--- config.mk ---
export PLATFORM = sky130hd
export DESIGN_NAME = mpu_region_attribute_access
export DESIGN_NICKNAME = d
export VERILOG_FILES = /design/src/verilog/region_attr_pkg.sv /design/src/verilog/mpu_region_attribute_access.sv /design/src/verilog/region_table_mem.sv
export SDC_FILE = /design/constraint.sdc
export NUM_CORES = 2
export LEC_CHECK = 0
export BUFFER_PORTS_ARGS = -buffer_cell sky130_fd_sc_hd__buf_2
export CAP_MARGIN = 20
export CORE_MARGIN = 2
export CORE_UTILIZATION = 40
export CTS_CLUSTER_DIAMETER = 120
export DETAILED_ROUTE_END_ITERATION = 8
export HOLD_SLACK_MARGIN = 0.06
export PLACE_DENSITY = 0.53
export SKIP_CTS_REPAIR_TIMING = 1
export SYNTH_ARGS = -nofsm -noshare
export SYNTH_HDL_FRONTEND = slang
export SYNTH_HIERARCHICAL = 1
export SYNTH_SLANG_ARGS = --single-unit
export TNS_END_PERCENT = 1
--- constraint.sdc ---
create_clock -name mclk -period 5.88 [get_ports mclk]
set_input_delay 1.176 -clock mclk [delete_from_list [all_inputs] [get_ports mclk]]
set_output_delay 1.176 -clock mclk [all_outputs]
set_load 0.01 [all_outputs]
--- src/verilog/region_attr_pkg.sv ---
`default_nettype none
package region_attr_pkg;
    // Region base field covers address bits 30..6
    localparam int BASE_W       = 25;
    localparam int BASE_LSB     = 6;
    localparam int LIMIT_W      = 26;
    localparam int IDX_W        = 5;
    localparam int NUM_REGIONS  = 32;
    // Attribute register field positions
    localparam int ACC_WR_BIT   = 0;
    localparam int ACC_RD_BIT   = 1;
    localparam int ACC_ACCESS_PERMISSION_CODE_LSB = 2;
    localparam int ACCESS_PERMISSION_CODE_W       = 3;
    localparam int ACC_C_BIT    = 5;
    localparam int ACC_HI_LSB   = 6;
    // Base register field positions
    localparam int BR_D_BIT     = 0;
    localparam int BR_IDX_LSB   = 1;
    localparam int BR_BASE_LSB  = 6;
    // Reset values
    localparam logic [31:0] ACC_RESET  = 32'h0000_0000;
    localparam logic [31:0] BASE_RESET = 32'h0000_0000;
    // Table entry: hi field (LIMIT_W), C, access_permission_code, base
    localparam int ENTRY_W = LIMIT_W + 1 + ACCESS_PERMISSION_CODE_W + BASE_W;
    // Control-register selectors
    localparam logic [1:0] SEL_BASE   = 2'h0;
    localparam logic [1:0] SEL_ACC    = 2'h1;
    localparam logic [1:0] SEL_CONFIG = 2'h2;
    // Permission codes
    localparam logic [2:0] ACCESS_PERMISSION_CODE_NONE   = 3'h0;
    localparam logic [2:0] ACCESS_PERMISSION_CODE_SV_R   = 3'h1;
    localparam logic [2:0] ACCESS_PERMISSION_CODE_ALL_R  = 3'h2;
    localparam logic [2:0] ACCESS_PERMISSION_CODE_SV_RW  = 3'h4;
    localparam logic [2:0] ACCESS_PERMISSION_CODE_SVRW_UR = 3'h5;
    localparam logic [2:0] ACCESS_PERMISSION_CODE_ALL_RW = 3'h6;
    typedef enum logic [2:0]
    {
        ST_IDLE  = 3'b001,
        ST_FETCH = 3'b010,
        ST_LOAD  = 3'b100
    } xfer_type;
endpackage
`default_nettype wire

--- src/verilog/mpu_region_attribute_access.sv ---
// Notes on behaviour
// - Attribute register exists only when the protection unit is configured in.
// - Build parameter picks size-mask or upper-limit field, never both.
// - Attribute register holds part of region; base lives in base register.
// - Size-mask field is exactly as wide as the base field.
// - Unused mask bits read zero; software writes them zero.
// - Mask is all-ones shifted left by log2(size/64); zero means 2 GB.
// - In mask variant bit 31 is not part of the mask.
// - Limit holds highest address plus one, scaled like the base.
// - Limit is one bit wider than base and uses bit 31.
// - Cacheable flag sets default data cacheability: one cached, zero uncached.
// - Instruction regions write cacheable as zero; it always reads zero.
// - Cached only with a data cache; uncached load/store force uncached.
// - Address bit 31 cache bypass stays supported with protection present.
// - Instruction permission: 0 none, 1 supervisor execute, 2 both execute.
// - Data permission: 0,1,2,4,5,6 decode to documented read/write rights.
// - Attribute write with read trigger loads selected region into registers.
// - Attribute write with write trigger stores base and attributes to region.
// - Trigger flags are write-only and always read back zero.
// - All attribute fields reset to zero.
// - Region read: select region in base register, then triggered attribute write.
// - Base and attribute writes do not request a pipeline flush.
// - Base field is 25 bits, address bits 30 to 6, 64-byte granules.
// - Protection is disabled after reset until enable bit is set.
`timescale 1ns/100ps
`default_nettype none
module mpu_region_attribute_access
    import region_attr_pkg::*;
#(
    parameter bit                MPU_PRESENT   = 1'b1,
    parameter bit                USE_LIMIT     = 1'b0,
    parameter bit                DCACHE_PRESENT = 1'b1,
    parameter logic [IDX_W-1:0]  LOOKUP_REGION = 5'h00
)
(
    input  wire logic        mclk,
    input  wire logic        nrst,
    input  wire logic        ctlWrEn,
    input  wire logic [1:0]  ctlSel,
    input  wire logic [31:0] ctlWrData,
    output logic      [31:0] ctlRdData,
    output logic             flushReq,
    output logic             busy,
    output logic             protectionEnable,
    input  wire logic        dataAccess,
    input  wire logic        supervisorMode,
    input  wire logic        isWrite,
    input  wire logic        uncachedOp,
    input  wire logic [31:0] accessAddr,
    output logic             regionHit,
    output logic             accessAllowed,
    output logic             accessCacheable
);
    localparam int HI_W = USE_LIMIT ? LIMIT_W : BASE_W;

    // ****************************************
    // Register state
    // ****************************************
    logic [BASE_W-1:0]  baseField_r;
    logic [IDX_W-1:0]   regionIdx_r;
    logic               dataSel_r;
    logic [LIMIT_W-1:0] hiField_r;
    logic               cacheFlag_r;
    logic [ACCESS_PERMISSION_CODE_W-1:0]  accessPermissionCode_r;
    logic               protectionEnableBit_r;
    xfer_type           state_r;
    xfer_type           state_nxt;

    logic [ENTRY_W-1:0] memRdData;
    logic [IDX_W:0]     memRdAddr;

    // ****************************************
    // Write decode
    // ****************************************
    wire wrBase   = MPU_PRESENT && ctlWrEn && (ctlSel == SEL_BASE);
    wire wrAcc    = MPU_PRESENT && ctlWrEn && (ctlSel == SEL_ACC);
    wire wrCfg    = MPU_PRESENT && ctlWrEn && (ctlSel == SEL_CONFIG);
    wire trigRd   = wrAcc && ctlWrData[ACC_RD_BIT] && !ctlWrData[ACC_WR_BIT];
    wire trigWr   = wrAcc && ctlWrData[ACC_WR_BIT] && !ctlWrData[ACC_RD_BIT];
    wire idle     = (state_r == ST_IDLE);

    // Hi field: mask keeps bits 30..6 only, limit also takes bit 31
    wire [LIMIT_W-1:0] hiIn = USE_LIMIT ? ctlWrData[31:ACC_HI_LSB]
                                        : {1'b0, ctlWrData[30:ACC_HI_LSB]};
    // Instruction regions never hold a cacheable flag
    wire cacheIn = dataSel_r && ctlWrData[ACC_C_BIT];

    // A region write stores the attribute fields carried by that same write plus the base register, not the old attribute register contents
    wire [ENTRY_W-1:0] entryOut = {hiIn, cacheIn, ctlWrData[ACC_ACCESS_PERMISSION_CODE_LSB +: ACCESS_PERMISSION_CODE_W], baseField_r};

    // Only the fetch cycle addresses the selected region, so the lookup has its own entry back once idle
    assign memRdAddr = (state_r == ST_FETCH) ? {dataSel_r, regionIdx_r} : {1'b1, LOOKUP_REGION};

    region_table_mem u_table
    (
        .mclk   (mclk),
        .wrEn   (trigWr && idle),
        .wrAddr ({dataSel_r, regionIdx_r}),
        .wrData (entryOut),
        .rdAddr (memRdAddr),
        .rdData (memRdData)
    );

    // ****************************************
    // Region load sequence
    // ****************************************
    // One cycle to address the table, one to capture its registered output
    always_comb
    begin
        state_nxt = state_r;
        unique case (state_r)
            ST_IDLE:  if (trigRd) state_nxt = ST_FETCH;
            ST_FETCH: state_nxt = ST_LOAD;
            ST_LOAD:  state_nxt = ST_IDLE;
            default:  state_nxt = ST_IDLE;
        endcase
    end

    always_ff @(posedge mclk or negedge nrst)
    begin
        if (!nrst)
        begin
            state_r <= ST_IDLE;
        end
        else
        begin
            state_r <= state_nxt;
        end
    end

    wire loadNow = (state_r == ST_LOAD);

    always_ff @(posedge mclk or negedge nrst)
    begin
        if (!nrst)
        begin
            baseField_r  <= BASE_RESET[BASE_W-1:0];
            regionIdx_r  <= BASE_RESET[IDX_W-1:0];
            dataSel_r    <= 1'b0;
        end
        else if (loadNow)
        begin
            baseField_r  <= memRdData[BASE_W-1:0];
        end
        else if (wrBase && idle)
        begin
            baseField_r  <= ctlWrData[30:BR_BASE_LSB];
            regionIdx_r  <= ctlWrData[BR_IDX_LSB +: IDX_W];
            dataSel_r    <= ctlWrData[BR_D_BIT];
        end
    end

    always_ff @(posedge mclk or negedge nrst)
    begin
        if (!nrst)
        begin
            hiField_r              <= ACC_RESET[LIMIT_W-1:0];
            cacheFlag_r            <= 1'b0;
            accessPermissionCode_r <= ACC_RESET[ACCESS_PERMISSION_CODE_W-1:0];
        end
        else if (loadNow)
        begin
            {hiField_r, cacheFlag_r, accessPermissionCode_r} <= memRdData[ENTRY_W-1:BASE_W];
        end
        else if (wrAcc && !trigRd && idle)
        begin
            hiField_r              <= hiIn;
            cacheFlag_r            <= cacheIn;
            accessPermissionCode_r <= ctlWrData[ACC_ACCESS_PERMISSION_CODE_LSB +: ACCESS_PERMISSION_CODE_W];
        end
    end

    always_ff @(posedge mclk or negedge nrst)
    begin
        if (!nrst)
        begin
            protectionEnableBit_r <= 1'b0;
        end
        else if (wrCfg)
        begin
            protectionEnableBit_r <= ctlWrData[0];
        end
    end

    // ****************************************
    // Read path
    // ****************************************
    wire [31:0] accRead = {USE_LIMIT ? hiField_r[LIMIT_W-1] : 1'b0,
                           hiField_r[BASE_W-1:0], dataSel_r & cacheFlag_r,
                           accessPermissionCode_r, 2'b00};
    wire [31:0] baseRead = {1'b0, baseField_r, regionIdx_r, dataSel_r};

    always_comb
    begin
        ctlRdData = 32'h0000_0000;
        if (MPU_PRESENT)
        begin
            if (ctlSel == SEL_BASE)
                ctlRdData = baseRead;
            else if (ctlSel == SEL_ACC)
                ctlRdData = accRead;
            else if (ctlSel == SEL_CONFIG)
                ctlRdData = {31'h0, protectionEnableBit_r};
        end
    end

    assign flushReq         = 1'b0;
    assign busy             = !idle;
    assign protectionEnable = protectionEnableBit_r;

    // ****************************************
    // Lookup of the monitored region
    // ****************************************
    // Only one region is checked per cycle; a full core would replicate this per index
    wire [LIMIT_W-1:0] lkHi   = memRdData[ENTRY_W-1 -: LIMIT_W];
    wire               lkC    = memRdData[BASE_W + ACCESS_PERMISSION_CODE_W];
    wire [ACCESS_PERMISSION_CODE_W-1:0]  lkPerm = memRdData[BASE_W +: ACCESS_PERMISSION_CODE_W];
    wire [BASE_W-1:0]  lkBase = memRdData[BASE_W-1:0];
    wire [BASE_W-1:0]  addrG  = accessAddr[30:BASE_LSB];

    wire maskHit  = ((addrG & lkHi[BASE_W-1:0]) == lkBase);
    wire limitHit = (lkBase <= addrG) && ({1'b0, addrG} < lkHi);

    function automatic logic permOk(input logic [2:0] code, input logic dat,
                                    input logic sup, input logic wr);
        logic ok;
        ok = 1'b0;
        if (!dat)
            ok = (code == 3'h2) || ((code == 3'h1) && sup);
        else
            case (code)
                ACCESS_PERMISSION_CODE_SV_R:    ok = sup && !wr;
                ACCESS_PERMISSION_CODE_ALL_R:   ok = !wr;
                ACCESS_PERMISSION_CODE_SV_RW:   ok = sup;
                ACCESS_PERMISSION_CODE_SVRW_UR: ok = sup || !wr;
                ACCESS_PERMISSION_CODE_ALL_RW:  ok = 1'b1;
                default:      ok = 1'b0;
            endcase
        return ok;
    endfunction

    assign regionHit       = protectionEnableBit_r && idle && (USE_LIMIT ? limitHit : maskHit);
    assign accessAllowed   = !protectionEnableBit_r || (regionHit && permOk(lkPerm, dataAccess,
                             supervisorMode, isWrite));
    assign accessCacheable = DCACHE_PRESENT && dataAccess && !uncachedOp
                             && !accessAddr[31] && (!protectionEnableBit_r || (regionHit && lkC));
endmodule
`default_nettype wire

--- src/verilog/region_table_mem.sv ---
`timescale 1ns/100ps
`default_nettype none
module region_table_mem
    import region_attr_pkg::*;
(
    input  wire logic                   mclk,
    input  wire logic                   wrEn,
    input  wire logic [IDX_W:0]         wrAddr,
    input  wire logic [ENTRY_W-1:0]     wrData,
    input  wire logic [IDX_W:0]         rdAddr,
    output logic      [ENTRY_W-1:0]     rdData
);
    // No reset: region contents are undefined until software programs them
    logic [ENTRY_W-1:0] store [0:2*NUM_REGIONS-1];

    always_ff @(posedge mclk)
    begin
        if (wrEn)
        begin
            store[wrAddr] <= wrData;
        end
        rdData <= store[rdAddr];
    end
endmodule
`default_nettype wire

* Yosys cells after proc, flatten, opt, wreduce, memory -nomap -nowiden
Memory sizes are Yosys's and may differ from the RTL's. A register that Yosys moved wholly into a read port is not among the register bits. Cells that the tools add are included.
Word-level totals: memories 1, output and inout port bits 38, word-level logic and storage cells 79, memory bits (writable) 3456, input bits 73, flip-flop bits (word level) 64
Operators by class: reductions and logical operators 37, muxes and demuxes 18, equality and inequality tests 12, bitwise operators 3
Memories:
- u_table.store | words 64, width 54, rd ports 1, clocked after Yosys merged registers in 1, wr ports 1, RTL line region_table_mem.sv:14 | logic [ENTRY_W-1:0] store [0:2*NUM_REGIONS-1];
Operators by type and width (count):
- $mux 25 | 4
- $mux 31 | 2
- $and 25x25->25 | 1
- $eq 25x25->1 | 1
- $logic_and 1x1->1 | 21
- $eq 3x3->1 const B | 4
- $mux 3 | 3
- $logic_not 1->1 | 8
- $eq 3x1->1 const B | 2
- $eq 3x2->1 const B | 2
- $mux 1 | 6
- $mux 6 | 1
- $pmux 3 s2 | 1
- $pmux 1 s5 | 1
- $logic_or 1x1->1 | 4
- $reduce_bool 2->1 | 2
- $eq 2x1->1 const B | 1
- $eq 2x2->1 const B | 1
- $logic_not 2->1 | 1
- $ne 2x2->1 const B | 1
- $reduce_and 2->1 | 1
- $and 1x1->1 | 1
- $not 1->1 | 1

* Longest topological paths before layout
depth after elaboration 9, depth in mapped cells 11, depth with buffers taken out 7

* Modules after synthesis
The synthesis kept the hierarchy.
By module, submodules not included:
- region_table_mem | instances 1, sequential area each 106802.4 um^2, area each 134024.8 um^2, cells each 5701
- mpu_region_attribute_access | instances 1, sequential area each 1602.8 um^2, area each 3982.6 um^2, cells each 435

* Worst setup path after synthesis
No wires, ideal clock.
path kind input to register, start point input port ctlSel[0], end point memory u_table/store[48][0] (netlist name), enable pin, data required time 5.345 ns, data arrival time 6.052 ns, setup time 0.535 ns, cell stages on the path 6, buffers on the path 1, slack -0.707 ns, path through clkbuf_1 nand4b_1 nor3_1 nor2b_1 nand4b_1 nor3_1
Between the ends: longest elaborated chain between the ends 7
RTL lines:
- start: declaration | RTL line mpu_region_attribute_access.sv:39 | input wire logic [1:0] ctlSel,
- $eq 2x1->1 | RTL line mpu_region_attribute_access.sv:76 | wire wrAcc = MPU_PRESENT && ctlWrEn && (ctlSel == SEL_ACC);
- $logic_and 1x1->1 | RTL line mpu_region_attribute_access.sv:76
- $logic_and 1x1->1 (2 in series) | RTL line mpu_region_attribute_access.sv:79 | wire trigWr = wrAcc && ctlWrData[ACC_WR_BIT] && !ctlWrData[ACC_RD_BIT];
- $logic_and 1x1->1 | RTL line mpu_region_attribute_access.sv:97 | .wrEn (trigWr && idle),
- $mux 1 | RTL line region_table_mem.sv:18 | if (wrEn)
- $mux 1 (implied by the code) | RTL line region_table_mem.sv:20 | store[wrAddr] <= wrData;
- end: declaration | RTL line region_table_mem.sv:14
Every way passes these cells.

* Worst setup path in the final report
start point register u_table.rdData[51] (read register of u_table.store), end point output port accessAllowed
Between the ends: longest elaborated chain between the ends 5
RTL lines:
- start: declaration | RTL line region_table_mem.sv:11 | output logic [ENTRY_W-1:0] rdData
- $and 25x25->25 | RTL line mpu_region_attribute_access.sv:221 | wire maskHit = ((addrG & lkHi[BASE_W-1:0]) == lkBase);
- $eq 25x25->1 | RTL line mpu_region_attribute_access.sv:221
- $logic_and 1x1->1 | RTL line mpu_region_attribute_access.sv:242 | assign regionHit = protectionEnableBit_r && idle && (USE_LIMIT ? limitHit : maskHit);
- $logic_and 1x1->1 | RTL line mpu_region_attribute_access.sv:243 | assign accessAllowed = !protectionEnableBit_r || (regionHit && permOk(lkPerm, dataAccess,
- $logic_or 1x1->1 | RTL line mpu_region_attribute_access.sv:243
- end: declaration | RTL line mpu_region_attribute_access.sv:51 | output logic accessAllowed,
Every way passes these cells.

==> metrics.txt <==
status=complete, no violations; Rows=213; Tcrit/Tclk final=0.773; R2R Path Start=state_r[0]$_DFFE_PN1P_; clock latency on the worst-skew pair=between 900 and 1000 ps; first-pass GRT wire length=around 520000 um; core region area=0.337 mm2; GR Util All Layers=0.218; clk sink count=about 3600; R2R Path End=u_table/rdData[41]$_DFF_P_; pre-CTS WS=between 1000 and 1500 ps; f_max=220 MHz; Worst Setup End Kind=output port; final net count=6564; initial antenna violation count=12; total number of vias=approximately 66000; Leakage=~47 nW; Detail Route met3 WL=about 22000 um; worst reg2reg setup slack=about 1600 ps; detailed-placement wirelength estimate=around 210000 um; Starting Density=0.402; gr ovfl total=0; Post-Syn Area=around 0.14 mm2; Tmin final=~4500 ps; critical path class=reg2out; crit start category=flip-flop; Area Growth Syn to Fin=15.6%; Slew @ Worst Pin=approximately 1200 ps; largest net degree at the start of global routing=around 100; Die ar.=~0.34 mm2; vias in the first global route=around 67000; met2 wire len=184000 um; filler instances=~28000; Worst Hold Class=in2async; Clock transition at path regs=60 ps; DRT met1 WL=158000 um; maximum fanout count along the critical path=3; share of cells above drive strength 1=0.291; I/O pins=111; WL per Instance=roughly 33 um; CP cell instances=a21boi_0 -> a211oi_2 -> buf_4 -> and4b_1 -> nand2_1 -> o41ai_1 -> buf_2; Yosys warnings=6; highest metal used=met5; final hold vios=0; # setup viols final=0; fin worst setup slack=approximately 1300 ps; First DRT Iteration DRCs=7115; clk buf depth=4; residual DRC count=0; Max VDD drop=roughly 0.25 mV; clk_skew=80.2 ps; max_slew headroom=0.214; biggest cell delay along the critical path=approximately 540 ps; RSZ-0062 raised after global routing=no; Worst EP required=4700 ps; Clock Tree Root=clkbuf_16; CP max stage cell=a211oi_2; Gate Count Post-Synth=approximately 6000; vias per cell=a little under 6; FF/Latch Area=0.106 mm2; Die X=586 um; CTS tree=yes; drt first pass iters=6; multi-input logic area=0.0282 mm2; R2R depth=10; die height=slightly below 600 um; H-tree level count=5; max-cap violation count=0; drt total wl=377000 um; Critical Path AT=~3400 ps; RD Place Congestion=0.771; final antenna-violating net count=0; PD cells=~340 mW/mm2; Power Total=roughly 0.054 W; Port Buffers=a little over 100; syn_area_per_cell=about 22 um2; CTS buffer count=between 300 and 400; count of pins over their slew limit=0
registers in the layout (all words and copies together) (netlist names):
name / count
protectionEnable: 1
u_table/store: 3456
cacheFlag_r: 1
dataSel_r: 1
regionIdx_r: 5
accessPermissionCode_r: 3
hiField_r: 25
baseField_r: 25
u_table/rdData: 54
state_r: 3
routing by layer:
| layer | track usage | up-vias |
|---|---|---|
| met4 | 0.0675 | 2 |
| met1 | 0.306 | 36600 |
| met3 | 0.0265 | 534 |
| li1 | - | 26800 |
| met2 | 0.356 | 2448 |
| met5 | 0 | - |
report_power, final:
part           internal (W)  leakage, nW  switching [W]
registers            0.0286         32.2       0.000120
clock network        0.0134         5.94        0.00988
logic              0.000235         9.25        0.00122
total                0.0423         47.4         0.0112
final cells by class:
cell class	count	share of cell area
multi-input cells	2114	0.180
clock inverters	210	0.0136
diodes	20	0.000319
clock buffers	478	0.0638
inverters	4	0.0000958
flip-flops and latches	3574	0.679
repair buffers	422	0.0268
well taps	4515	0.0360
worst max-delay path by stage:
stage	from	depth (start not counted)	end
after global routing	u_table/rdData[51]$_DFF_P_	7	accessAllowed
after global placement	accessAddr[10]	8	accessAllowed
after detailed placement	accessAddr[10]	8	accessAllowed
after floorplan	ctlSel[0]	6	u_table/store[49][0]$_DFFE_PP_
after CTS	u_table/rdData[22]$_DFF_P_	7	accessAllowed
final	u_table/rdData[51]$_DFF_P_	7	accessAllowed
per-stage QoR:
stage / hold WS [ps] / area, um2 / std cells / util / TNS (ps)
after floorplan: 425 / 136000 / 6044 / - / -34000
after global placement: 475 / 144000 / 10600 / 0.428 / 0
after detailed placement: 472 / 144000 / 10600 / 0.429 / 0
after CTS: 357 / 157000 / 11300 / 0.465 / 0
after global routing: 397 / 157000 / 11300 / 0.465 / 0
final: 387 / 157000 / 11300 / 0.465 / 0
worst max-delay path, delay by kind of cell, from the launching register on:
| family | cells | cell delay [ps] |
|---|---|---|
| buffers and inverters | 2 | 460 |
| and+or+nand+nor | 2 | 450 |
| DFF | 1 | 440 |
| AOI/OAI and AO/OA | 3 | 1080 |
cell usage in the layout (no fill, tap or decap), drive strengths merged, types with 4 or more instances in the layout:
cell         n
a221oi      40
clkinv     165
or2          6
o21a         9
a22o        18
nand4        5
mux2i      210
nor2       137
nor4        45
a21oi       94
inv         14
a211oi      16
clkinvlp     4
o22a        35
nor3b        5
a22oi       35
dfxtp       54
nor2b       24
diode       20
o22ai      197
mux2        45
and2        10
edfxtp    3456
nor3         8
o21ai       78
clkbuf     479
o221ai      72
xnor2        4
buf        421
nand2       92
o211ai       5
nand3b      10
dfrtp       63
and3        22
bufinv      31
a21bo        4
nand3       20
or3          4
nand2b      16
mux4       826
Power figures use the tool's default switching activity.
